### src/ltcp_pkg.sv
// Package of constants and types for the leak tester control panel.
// Notes on behaviour
// - Start screen shows five seconds, held longer while up key is held.
// - Mode key steps run, data, setup, calibrate, then back to run.
// - After power returns the mode active at power-off is resumed.
// - Run or calibrate mode shows fault code or ready at top left.
// - Enter key steps to the next parameter of the current mode.
// - Up and down edit values only in setup mode after correct password.
// - System setup parameters need password 47 and apply to all parts.
// - In run mode up and down only toggle the clear-counters choice.
// - Total test counter is not operator resettable, factory clear only.
// - Setups for up to 32 parts live in battery-free nonvolatile store.
// - External select enabled overrides local part choice, else menu applies.
// - Disabling external select keeps last part until changed locally.
// - Select inputs weigh 1,2,4,8,16; part is one plus weighted sum.
// - With calibration protection on, calibration needs password 45.
// - Leak display off holds until next test; set time blanks; zero is off.
// - Abort switches outputs off unless abort output hold is on.
// - Pass output holds until next test or drops after the set delay.
// - Serial protocol 1 to 4 picks raw, scaled, custom or realtime.
// - Global fast-cycle off forbids any part from fast cycling.
package ltcp_pkg;

  // ----------------------------------------------------------------
  // Timing
  // ----------------------------------------------------------------
  localparam int CLK_HZ = 40000000;
  localparam int START_SCREEN_S = 5;
  localparam int START_SCREEN_CYC = START_SCREEN_S * CLK_HZ;
  localparam int TICK_MS = 100;
  localparam int TICK_CYC = (TICK_MS * CLK_HZ) / 1000;
  localparam int DEBOUNCE_US = 1000;
  localparam int DEBOUNCE_CYC = (DEBOUNCE_US * (CLK_HZ / 1000000));

  // ----------------------------------------------------------------
  // Passwords and codes
  // ----------------------------------------------------------------
  localparam logic [7:0] PW_SYSTEM = 8'h2f;
  localparam logic [7:0] PW_CAL = 8'h2d;
  localparam int PARTS = 32;
  localparam logic [4:0] PART_IDX_RST = 5'h00;
  localparam logic [3:0] FAULT_NONE = 4'h0;
  localparam logic [2:0] PROTO_MIN = 3'h1;
  localparam logic [2:0] PROTO_MAX = 3'h4;
  localparam logic [3:0] PARAM_LAST_RUN = 4'h9;
  localparam logic [3:0] PARAM_LAST_DATA = 4'h3;
  localparam logic [3:0] PARAM_LAST_SETUP = 4'hf;
  localparam logic [3:0] PARAM_LAST_CAL = 4'h5;
  localparam logic [7:0] VALUE_RST = 8'h00;

  // ----------------------------------------------------------------
  // Types
  // ----------------------------------------------------------------
  typedef enum logic [1:0] {
    LTCP_RUN = 2'b00,
    LTCP_DATA = 2'b01,
    LTCP_SETUP = 2'b10,
    LTCP_CAL = 2'b11
  } ltcp_mode_t;

  typedef enum logic [2:0] {
    LTCP_PROTO_NONE = 3'b000,
    LTCP_PROTO_RAW = 3'b001,
    LTCP_PROTO_SCALED = 3'b010,
    LTCP_PROTO_CUSTOM = 3'b011,
    LTCP_PROTO_REALTIME = 3'b100
  } ltcp_proto_t;

  // One-cycle key press pulses from the front panel.
  typedef struct packed {
    logic up;
    logic down;
    logic mode;
    logic enter;
  } ltcp_keys_t;

  // System-wide settings that apply to every part setup alike.
  typedef struct packed {
    logic ext_select_en;
    logic cal_protect;
    logic abort_output_hold;
    logic fast_cycle_en;
    logic [7:0] leak_display_s;
    logic [7:0] good_part_delay_s;
    logic [2:0] serial_protocol_select;
  } ltcp_sys_cfg_t;

  // Outputs toward the fixture or PLC.
  typedef struct packed {
    logic pass;
    logic fail;
    logic gross;
  } ltcp_relays_t;

endpackage : ltcp_pkg

### src/ltcp_panel.sv
// Top of the leak tester control panel logic.
`timescale 1ns/10ps
`default_nettype none
module ltcp_panel #(
  parameter int START_CYC = ltcp_pkg::START_SCREEN_CYC,
  parameter int TICK_LEN = ltcp_pkg::TICK_CYC,
  parameter int DEB_CYC = ltcp_pkg::DEBOUNCE_CYC
) (
  // Clock and reset
  input wire logic clk_sys,
  input wire logic nrst,
  // Keypad
  input wire ltcp_pkg::ltcp_keys_t keys,
  input wire logic [7:0] password_in,
  input wire logic password_load,
  // Retained state restored from nonvolatile store
  input wire ltcp_pkg::ltcp_mode_t saved_mode,
  input wire logic [4:0] saved_part,
  input wire logic restore,
  // Configuration and local part choice
  input wire ltcp_pkg::ltcp_sys_cfg_t cfg,
  input wire logic [4:0] local_part,
  input wire logic local_part_load,
  input wire logic part_fast_cycle_req,
  // External select inputs A..E
  input wire logic [4:0] ext_select,
  // Test events
  input wire logic test_start,
  input wire logic test_done,
  input wire logic test_pass,
  input wire logic test_fail,
  input wire logic test_gross,
  input wire logic abort,
  input wire logic cal_req,
  input wire logic [3:0] fault_code,
  input wire logic factory_clear,
  // Display
  output ltcp_pkg::ltcp_mode_t mode,
  output logic start_screen,
  output logic [3:0] status_code,
  output logic status_ready,
  output logic [3:0] param_index,
  output logic value_up,
  output logic value_down,
  output logic clear_counters_yes,
  output logic leak_visible,
  // Part selection and test control
  output logic [4:0] part_index,
  output logic [5:0] part_number,
  output logic cal_start,
  output logic fast_cycle,
  output ltcp_pkg::ltcp_relays_t relays,
  output logic [31:0] total_tests,
  output ltcp_pkg::ltcp_proto_t serial_protocol
);
  import ltcp_pkg::*;

  // ----------------------------------------------------------------
  // Start screen and restore
  // ----------------------------------------------------------------
  logic [31:0] start_cnt;
  logic [4:0] ext_clean;
  logic pw_sys_ok;
  logic pw_cal_ok;
  logic [31:0] tick_cnt;
  logic tick;
  logic [3:0] tenth;
  logic sec;
  logic [7:0] leak_s;
  logic [7:0] good_s;
  logic ext_en_d;

  // Hold the start screen for the full time, longer while up is held.
  always_ff @(posedge clk_sys) begin
    if (!nrst) begin
      start_cnt <= '0;
      start_screen <= 1'b1;
    end else if (start_screen) begin
      if (keys.up) begin
        start_cnt <= '0;
      end else if (start_cnt >= 32'(START_CYC - 1)) begin
        start_screen <= 1'b0;
      end else begin
        start_cnt <= start_cnt + 32'h1;
      end
    end
  end

  // ----------------------------------------------------------------
  // Operating mode
  // ----------------------------------------------------------------
  // The mode is reloaded from the saved copy, so a power cycle resumes.
  always_ff @(posedge clk_sys) begin
    if (!nrst) begin
      mode <= LTCP_RUN;
    end else if (restore) begin
      mode <= saved_mode;
    end else if (keys.mode && !start_screen) begin
      unique case (mode)
        LTCP_RUN: mode <= LTCP_DATA;
        LTCP_DATA: mode <= LTCP_SETUP;
        LTCP_SETUP: mode <= LTCP_CAL;
        LTCP_CAL: mode <= LTCP_RUN;
      endcase
    end
  end

  // Fault code or ready on the top left, only in run or calibrate.
  always_ff @(posedge clk_sys) begin
    if (!nrst) begin
      status_code <= FAULT_NONE;
      status_ready <= 1'b0;
    end else if (mode == LTCP_RUN || mode == LTCP_CAL) begin
      status_code <= fault_code;
      status_ready <= (fault_code == FAULT_NONE);
    end else begin
      status_code <= FAULT_NONE;
      status_ready <= 1'b0;
    end
  end

  // ----------------------------------------------------------------
  // Parameter scroll and passwords
  // ----------------------------------------------------------------
  // Each mode has its own last parameter; a mode change restarts at 0.
  always_ff @(posedge clk_sys) begin
    if (!nrst) begin
      param_index <= '0;
    end else if (keys.mode || restore) begin
      param_index <= '0;
    end else if (keys.enter && !start_screen) begin
      unique case (mode)
        LTCP_RUN: param_index <= (param_index >= PARAM_LAST_RUN) ?
          4'h0 : param_index + 4'h1;
        LTCP_DATA: param_index <= (param_index >= PARAM_LAST_DATA) ?
          4'h0 : param_index + 4'h1;
        LTCP_SETUP: param_index <= (param_index >= PARAM_LAST_SETUP) ?
          4'h0 : param_index + 4'h1;
        LTCP_CAL: param_index <= (param_index >= PARAM_LAST_CAL) ?
          4'h0 : param_index + 4'h1;
      endcase
    end
  end

  // Passwords are forgotten on leaving the mode they unlocked, so a
  // left-open unit does not stay editable.
  always_ff @(posedge clk_sys) begin
    if (!nrst) begin
      pw_sys_ok <= 1'b0;
      pw_cal_ok <= 1'b0;
    end else if (keys.mode || restore) begin
      pw_sys_ok <= 1'b0;
      pw_cal_ok <= 1'b0;
    end else if (password_load) begin
      pw_sys_ok <= (password_in == PW_SYSTEM);
      pw_cal_ok <= (password_in == PW_CAL);
    end
  end

  // Edit strobes only in setup mode once unlocked.
  always_ff @(posedge clk_sys) begin
    if (!nrst) begin
      value_up <= 1'b0;
      value_down <= 1'b0;
    end else begin
      value_up <= keys.up && mode == LTCP_SETUP && pw_sys_ok;
      value_down <= keys.down && mode == LTCP_SETUP && pw_sys_ok;
    end
  end

  // Run mode: arrows only toggle the clear-counters choice.
  always_ff @(posedge clk_sys) begin
    if (!nrst) begin
      clear_counters_yes <= 1'b0;
    end else if (mode != LTCP_RUN) begin
      clear_counters_yes <= 1'b0;
    end else if ((keys.up || keys.down) && !start_screen) begin
      clear_counters_yes <= !clear_counters_yes;
    end
  end

  // No operator path clears this count; only the factory input does.
  always_ff @(posedge clk_sys) begin
    if (!nrst) begin
      total_tests <= '0;
    end else if (factory_clear) begin
      total_tests <= '0;
    end else if (test_start) begin
      total_tests <= total_tests + 32'h1;
    end
  end

  // ----------------------------------------------------------------
  // Part selection
  // ----------------------------------------------------------------
  ltcp_debounce #(
    .WIDTH(5),
    .STABLE_CYC(DEB_CYC)
  ) u_deb (
    .clk_sys(clk_sys),
    .nrst(nrst),
    .raw(ext_select),
    .clean(ext_clean)
  );

  // The index addresses one of the stored setups; the store itself is
  // outside this block. Disabling external select leaves it untouched.
  always_ff @(posedge clk_sys) begin
    if (!nrst) begin
      part_index <= PART_IDX_RST;
      ext_en_d <= 1'b0;
    end else begin
      ext_en_d <= cfg.ext_select_en;
      if (restore) begin
        part_index <= saved_part;
      end else if (cfg.ext_select_en) begin
        part_index <= ext_clean;
      end else if (local_part_load && !ext_en_d) begin
        part_index <= local_part;
      end
    end
  end

  // Displayed part number counts from one.
  always_ff @(posedge clk_sys) begin
    if (!nrst) begin
      part_number <= 6'h01;
    end else begin
      part_number <= {1'b0, part_index} + 6'h01;
    end
  end

  // Calibration start, gated by protection password.
  always_ff @(posedge clk_sys) begin
    if (!nrst) begin
      cal_start <= 1'b0;
      fast_cycle <= 1'b0;
    end else begin
      cal_start <= cal_req && mode == LTCP_CAL &&
        (!cfg.cal_protect || pw_cal_ok);
      fast_cycle <= cfg.fast_cycle_en && part_fast_cycle_req;
    end
  end

  // ----------------------------------------------------------------
  // Timers for leak display and good-part relay
  // ----------------------------------------------------------------
  // Both timers load at test_done, so the prescaler restarts there and a
  // set time runs its full length rather than up to a second short.
  always_ff @(posedge clk_sys) begin
    if (!nrst) begin
      tick_cnt <= '0;
      tick <= 1'b0;
    end else if (test_done || tick_cnt >= 32'(TICK_LEN - 1)) begin
      tick_cnt <= '0;
      tick <= !test_done;
    end else begin
      tick_cnt <= tick_cnt + 32'h1;
      tick <= 1'b0;
    end
  end

  // Ten ticks of a tenth make one second.
  always_ff @(posedge clk_sys) begin
    if (!nrst) begin
      tenth <= '0;
      sec <= 1'b0;
    end else begin
      sec <= tick && tenth == 4'h9 && !test_done;
      if (test_done) begin
        tenth <= '0;
      end else if (tick) begin
        tenth <= (tenth == 4'h9) ? 4'h0 : tenth + 4'h1;
      end
    end
  end

  // A zero time means off: hold until the next test starts.
  always_ff @(posedge clk_sys) begin
    if (!nrst) begin
      leak_visible <= 1'b0;
      leak_s <= '0;
    end else if (test_start) begin
      leak_visible <= 1'b0;
    end else if (test_done) begin
      leak_visible <= 1'b1;
      leak_s <= cfg.leak_display_s;
    end else if (leak_visible && cfg.leak_display_s != VALUE_RST && sec) begin
      if (leak_s <= 8'h01) begin
        leak_visible <= 1'b0;
      end
      leak_s <= leak_s - 8'h01;
    end
  end

  // Relays: abort either drops all or freezes all.
  always_ff @(posedge clk_sys) begin
    if (!nrst) begin
      relays <= '0;
      good_s <= '0;
    end else if (abort) begin
      if (!cfg.abort_output_hold) begin
        relays <= '0;
      end
    end else if (test_start) begin
      relays <= '0;
    end else if (test_done) begin
      relays.pass <= test_pass;
      relays.fail <= test_fail;
      relays.gross <= test_gross;
      good_s <= cfg.good_part_delay_s;
    end else if (relays.pass && cfg.good_part_delay_s != VALUE_RST && sec) begin
      if (good_s <= 8'h01) begin
        relays.pass <= 1'b0;
      end
      good_s <= good_s - 8'h01;
    end
  end

  // Serial protocol; out-of-range settings send nothing.
  always_ff @(posedge clk_sys) begin
    if (!nrst) begin
      serial_protocol <= LTCP_PROTO_NONE;
    end else if (cfg.serial_protocol_select >= PROTO_MIN &&
                 cfg.serial_protocol_select <= PROTO_MAX) begin
      serial_protocol <= ltcp_proto_t'(cfg.serial_protocol_select);
    end else begin
      serial_protocol <= LTCP_PROTO_NONE;
    end
  end
endmodule : ltcp_panel
`default_nettype wire

### src/ltcp_debounce.sv
// Synchroniser and debouncer for the external part select inputs.
`timescale 1ns/10ps
`default_nettype none
module ltcp_debounce #(
  parameter int WIDTH = 5,
  parameter int STABLE_CYC = 40000
) (
  // Clock and reset
  input wire logic clk_sys,
  input wire logic nrst,
  // Raw and filtered pattern
  input wire logic [WIDTH-1:0] raw,
  output logic [WIDTH-1:0] clean
);
  import ltcp_pkg::*;

  logic [WIDTH-1:0] sync_a;
  logic [WIDTH-1:0] sync_b;
  logic [WIDTH-1:0] last;
  logic [31:0] stable;

  // Two flops; only the second stage is looked at by anything else.
  always_ff @(posedge clk_sys) begin
    if (!nrst) begin
      sync_a <= '0;
      sync_b <= '0;
    end else begin
      sync_a <= raw;
      sync_b <= sync_a;
    end
  end

  // The whole pattern must hold still before it is passed on, so a
  // half-changed plug never decodes as a stray part.
  always_ff @(posedge clk_sys) begin
    if (!nrst) begin
      last <= '0;
      stable <= '0;
      clean <= '0;
    end else begin
      last <= sync_b;
      if (sync_b != last) begin
        stable <= '0;
      end else if (stable < 32'(STABLE_CYC)) begin
        stable <= stable + 32'h1;
      end else begin
        clean <= last;
      end
    end
  end
endmodule : ltcp_debounce
`default_nettype wire

### config.mk
export PLATFORM = sky130hd
export DESIGN_NAME = ltcp_panel
export DESIGN_NICKNAME = d
export VERILOG_FILES = /design/src/ltcp_pkg.sv /design/src/ltcp_panel.sv /design/src/ltcp_debounce.sv
export SDC_FILE = /design/constraint.sdc
export NUM_CORES = 1
export LEC_CHECK = 0
export BUFFER_PORTS_ARGS = -buffer_cell sky130_fd_sc_hd__buf_2
export CORE_MARGIN = 2
export CORE_UTILIZATION = 35
export DETAILED_ROUTE_END_ITERATION = 8
export HOLD_SLACK_MARGIN = 0.12
export PLACE_DENSITY = 0.57
export SLEW_MARGIN = 40
export SYNTH_ARGS = -nofsm -noshare
export SYNTH_HDL_FRONTEND = slang
export SYNTH_SLANG_ARGS = --single-unit
### constraint.sdc
create_clock -name clk_sys -period 2.65 [get_ports clk_sys]
set_clock_uncertainty 0.1 [all_clocks]
set_input_delay 0 -clock clk_sys [delete_from_list [all_inputs] [get_ports clk_sys]]
set_output_delay 0 -clock clk_sys [all_outputs]
set_load 0.02 [all_outputs]
# Yosys cells after proc, flatten, opt, wreduce, memory -nomap -nowiden
# Cells that the tools add are included.
[totals]
wordCells = 156
output_inout_bits = 67
input_bits = 70
ff_bits = 208
[op_classes]
add_sub_neg = 9
order_cmp = 11
n_bitwise = 5
mux = 31
reduce_logical = 58
eq_ne = 9
[op_table]
columns = ["operator", "n"]
rows = [
  ["32-bit by 1-bit adder with 32-bit output (second input constant)", 4],
  ["32-bit two-way mux", 2],
  ["32-bit by 28-bit greater-or-equal comparator with 1-bit output (second input constant)", 1],
  ["32-bit greater-or-equal comparator (second input constant)", 1],
  ["32-bit by 16-bit less-than comparator with 1-bit output (second input constant)", 1],
  ["8-bit two-way mux", 4],
  ["4-bit two-way mux", 5],
  ["1-bit logical AND", 18],
  ["8-bit by 6-bit == test with 1-bit output (second input constant)", 2],
  ["8-bit by 1-bit less-or-equal comparator with 1-bit output (second input constant)", 2],
  ["4-bit one-hot mux with 4 select lines", 1],
  ["2-bit AND reduction", 8],
  ["8-bit nonzero test", 2],
  ["8-bit by 1-bit subtractor with 8-bit output (second input constant)", 2],
  ["5-bit two-way mux", 3],
  ["2-bit OR reduction", 7],
  ["2-bit nonzero test", 5],
  ["1-bit two-way mux", 9],
  ["3-bit two-way mux", 3],
  ["4-bit by 1-bit adder with 4-bit output (second input constant)", 2],
  ["4-bit greater-or-equal comparator (second input constant)", 2],
  ["2-bit one-hot mux with 4 select lines", 1],
  ["4-bit nonzero test", 2],
  ["5-bit by 1-bit adder with 6-bit output (second input constant)", 1],
  ["17 further kinds", 35],
]

# Logic depth before layout (Yosys ltp)
[depth]
ltp_word = 7
ltp_mapped = 8
ltp_nobuf = 8

# Modules after synthesis
# From an unflattened synthesis, not the netlist that was laid out.
[hier_totals]
cells_unflattened = 1075
hier_area_um2 = 9400.3
[modules_own_cells]
columns = ["module", "cells_per_inst", "area_each_um2", "instances"]
rows = [
  ["ltcp_panel", 878, 7413.4, 1],
  ["ltcp_debounce", 197, 1986.9, 1],
]

# Least setup slack after synthesis
# No wires, ideal clock.
[synth_path]
kind = "register to register"
from = "register start_cnt[9]"
to = "register start_cnt[15]"
t_required_ns = 2.481
path_buffers = 0
slack_ns = 0.275
arrival_ns = 2.206
path_stages_with_launch = 7
path_cell_list = "dfxtp_1 > or4_1 > a311o_1 > a211oi_4 > o21ai_2 > or4_1 > o21ai_1"
[synth_via]
elab_chain_cells = 3
[synth_rtl]
columns = ["element", "line_no", "source"]
rows = [
  ["from (decl)", "ltcp_panel.sv:61", "logic [31:0] start_cnt;"],
  ["from (signal assigned)", "ltcp_panel.sv:84", "start_cnt <= start_cnt + 32'h1;"],
  ["32-bit by 1-bit adder with 32-bit output or 32-bit by 28-bit greater-or-equal comparator with 1-bit output (tied branches)", "ltcp_panel.sv:84, ltcp_panel.sv:81", ""],
  ["32-bit two-way mux or 2-bit inequality test (tied branches)", "n/a", ""],
  ["32-bit two-way mux or 2-bit AND reduction (tied branches)", "n/a", ""],
]
# Several ways; a longest one is shown, not always the timed one. The select of a mux whose other input is x is not followed.
# A chain may end at the register's enable or synchronous reset.

# Worst setup path in the final report
[layout_path]
from = "register good_s[2]"
to = "register good_s[5]"
[layout_via]
elab_chain_cells = 3
[layout_rtl]
columns = ["element", "line_no", "source"]
rows = [
  ["from (decl)", "ltcp_panel.sv:70", "logic [7:0] good_s;"],
  ["from (signal assigned)", "ltcp_panel.sv:311", "good_s <= cfg.good_part_delay_s;"],
  ["from (signal assigned)", "ltcp_panel.sv:316", "good_s <= good_s - 8'h01;"],
  ["8-bit by 1-bit subtractor with 8-bit output", "ltcp_panel.sv:316", ""],
  ["8-bit two-way mux", "ltcp_panel.sv:312", "end else if (relays.pass && cfg.good_part_delay_s != VALUE_RST && sec) begin"],
  ["8-bit two-way mux", "ltcp_panel.sv:307", "end else if (test_done) begin"],
]
# Every way passes these cells. The select of a mux whose other input is x is not followed.

==> impl_metrics.toml <==
[layout]
fin_cells = 1621
area_growth_pct = 33.81
diodes = 0
drive_gt1_share_pct = 16.27
fin_nets = 1364

[setup_path]
reg2reg_depth = 7
cp-start-kind = "flop"
slowest_stage = "dlygate4sd3_1"
cp_max_fo = 5
end_kind = "flop"
path_cells = "nor2_1, nand3_2, nor4_2, a21oi_1, dlygate4sd3_1, o31ai_1, dlygate4sd3_1"
slowest_delay_ns = 0.59
cp.arrival_ns = 2.93
critPathRequiredTime_ns = 2.99
cp_common_cell = "dlygate4sd3_1"
critPathKind = "reg2reg"

[drt]
ant_nets = 0
vias = 7951
wirelength_mm = 21.43
firstDrtPassIters = 5
viasPerCell = 4.905
post-route-drc-count = 0
routedWlPerCell_um = 13.22
drtIter0Drc = 466

[placement]
io_buffers = 136
place_hpwl_mm = 14.24
dp_cells = 1470
gp_congestion = 0.8136
post-place-ws_ns = 0.1619

[sta]
setup_viol = 0
max-slew-margin-rel_pct = 59.11
period_needed_ns = 2.589
worst_slack_ns = 0.06088
fmax_mhz = 386.2
setup-tns-final_ns = 0
worstMarginPinSlew_ns = 0.6111
post-route-period-util_pct = 97.70
report.final.slew_viol_count = 0
hold_viol = 0

[clock_network]
clk_pin_slew_ns = 0.06
cts_root_buf = "clkbuf_16"
tritoncts = "done"
insertion_delay_ns = 0.51
cts.sinks = 208
htree_levels = 1
clockBufferDepth = 3
cts_buffers = 24

[job]
cap_viol_max_count = 0

[synthesis]
yosysSeqAreaShare_pct = 46.66
ys_types = 51
synth_compound_area_share_pct = 10.53
yosys.area_share.simple_pct = 26.50
synth-xor-area-share_pct = 9.520
synthArstFlopShare_pct = 0
synth_seq_cells = 208
synth_cells = 1022
synth_top_family_by_area = "simple AND/OR/NAND/NOR gates"
synthAdderAreaFrac_pct = 2.524
synth_area_per_cell_um2 = 8.731
syn-num-nets = 1110
yosysWarningCount = 0
synth_flop_cell = "dfxtp_1"
synth-edff-count = 0
syn_area_um2 = 8924
synth.mux.area_fraction_pct = 1.458

[pwr]
power.density_nw_per_um2 = 581.7
p_clk_share_pct = 45.9
vdd.ir_drop.worst_uv = 358.8
total_leakage_power_uw = 0.004879
p_switching_uw = 1581
p_sw_share_pct = 22.76
p_int_uw = 5364
power_frac_comb_pct = 7.8
p_seq_share_pct = 46.3

[die]
placementRows = 58
core_area_um2 = 25110
die_y_um = 163.7
initial_core_util_pct = 35.54
ios = 137
die_area_um2 = 26790
die_x_um = 163.7

[grt]
grt_pass1_vias = 7577
track_usage_pct = 15.66
antenna_found_initial = 0
grt_max_degree = 44
grt_pass1_wl_mm = 35.36
grt_overflow = 0

[worst_hold_path]
hold_class = "in2reg"
whs_path_depth = 4

[outcome]
run_status = "finished, final reports clean"
## state kept, by name, summed over array words and instances, names as in the netlist, 2 cells and up
register / count
param_index: 4
u_deb.sync_a: 5
u_deb.sync_b: 5
start_cnt: 32
relays: 3
part_index: 5
tick_cnt: 32
u_deb.clean: 5
status_code: 4
total_tests: 32
good_s: 8
mode: 2
part_number: 6
leak_s: 8
serial_protocol: 3
u_deb.last: 5
u_deb.stable: 32
tenth: 4
## per-layer routing
layer	vias up	global-route usage, %	part of all wire [%]
met4	0	3.469	1.8
met3	29	2.387	4.8
met1	3675	21.25	49
li1	4069	-	-
met5	-	0	0
met2	178	26.24	45
## layout by cell type (no fill, tap or decap), drive strengths merged, types with 21 or more instances in the layout
| cell type | synthesis | final |
|---|---|---|
| a21oi | 48 | 48 |
| nand2 | 55 | 55 |
| xor2 | 76 | 76 |
| xnor2 | 21 | 21 |
| clkbuf | 35 | 35 |
| buf | 7 | 161 |
| nand3 | 53 | 53 |
| dlygate4sd3 | 0 | 109 |
| o21ai | 30 | 30 |
| inv | 24 | 24 |
| dfxtp | 208 | 208 |
| and2 | 33 | 33 |
| and3 | 37 | 37 |
| nand4 | 25 | 25 |
| nor2 | 178 | 178 |
## power by group through the flow
stage / sequential, uW / clock (uW) / combinational [uW]
5_1_grt: 3220 / 3430 / 599
3_3_place_gp: 3280 / 0 / 404
6_report: 3210 / 3190 / 540
4_1_cts: 3210 / 3320 / 532
2_1_floorplan: 3300 / 0 / 230
3_5_place_dp: 3280 / 0 / 403
## cell type report
| type | instances | area (um^2) |
|---|---|---|
| fill | 2431 | 13170 |
| multi-input combinational | 748 | 4541 |
| timing repair buffer | 270 | 1972 |
| inverter | 24 | 90.09 |
| clock buffer | 35 | 703.2 |
| sequential | 208 | 4167 |
| tap | 330 | 412.9 |
| clock inverter | 6 | 55.05 |
## critical path: cells and delay by family (launching register included)
kind            cells  cell delay, ns
compound gates      2            0.31
buf+inv             2            1.18
simple gates        3            0.60
flops               1            0.35
## through the flow
| step | power (uW) | util [%] | hold slack [ns] | cell area, um^2 |
|---|---|---|---|---|
| 2_1_floorplan | 3527 | - | -0.02420 | 8924 |
| 3_3_place_gp | 3685 | 40.02 | 0.07816 | 10050 |
| 3_5_place_dp | 3686 | 40.02 | 0.08080 | 10050 |
| 4_1_cts | 7062 | 47.39 | 0.1343 | 11900 |
| 5_1_grt | 7244 | 47.55 | 0.1466 | 11940 |
| 6_report | 6945 | 47.55 | 0.09813 | 11940 |
## path summary, 6_finish.rpt
kind | from | end | slack [ns]
setup / recovery | good_s[2]$_SDFFE_PN0P_ | good_s[5]$_SDFFE_PN0P_ | 0.06
hold / removal | abort | good_s[1]$_SDFFE_PN0P_ | 0.1
setup reg to reg | good_s[2]$_SDFFE_PN0P_ | good_s[5]$_SDFFE_PN0P_ | 0.06
hold reg to reg | u_deb.sync_a[0]$_SDFF_PN0_ | u_deb.sync_b[0]$_SDFF_PN0_ | 0.33
## cell usage after synthesis (13+ instances only)
cell type / n / area (um^2)
and3_1: 37 / 231.5
dfxtp_1: 208 / 4164
o21ai_0: 23 / 115.1
nand2_1: 55 / 206.5
a21oi_1: 48 / 240.2
inv_1: 24 / 90.09
nor3_1: 19 / 95.09
xor2_1: 76 / 665.6
nor2_1: 178 / 668.1
ha_1: 18 / 225.2
xnor2_1: 21 / 183.9
clkbuf_1: 35 / 131.4
and2_1: 33 / 206.5
or3_1: 14 / 87.58
mux2i_1: 13 / 130.1
nand3_1: 53 / 265.3
nor4_1: 17 / 106.4
and4_1: 14 / 122.6
nand4_1: 25 / 156.4
## timing repair
action                                  in CTS  in global routing
hold buffers                               109                  0
buffers inserted                             0                  1
endpoints found under the setup margin       0                  6
gates resized for setup                      0                  8
endpoints found under the hold margin      108                  0
## cell families after synthesis
family                   Yosys count
AND/OR/NAND/NOR                  476
flip-flops                       208
AO/OA/AOI/OAI                    144
XOR/XNOR                          97
buffers and inverters             66
adder cells (fa/ha/maj)           18
multiplexers                      13
Power figures use the tool's default switching activity.
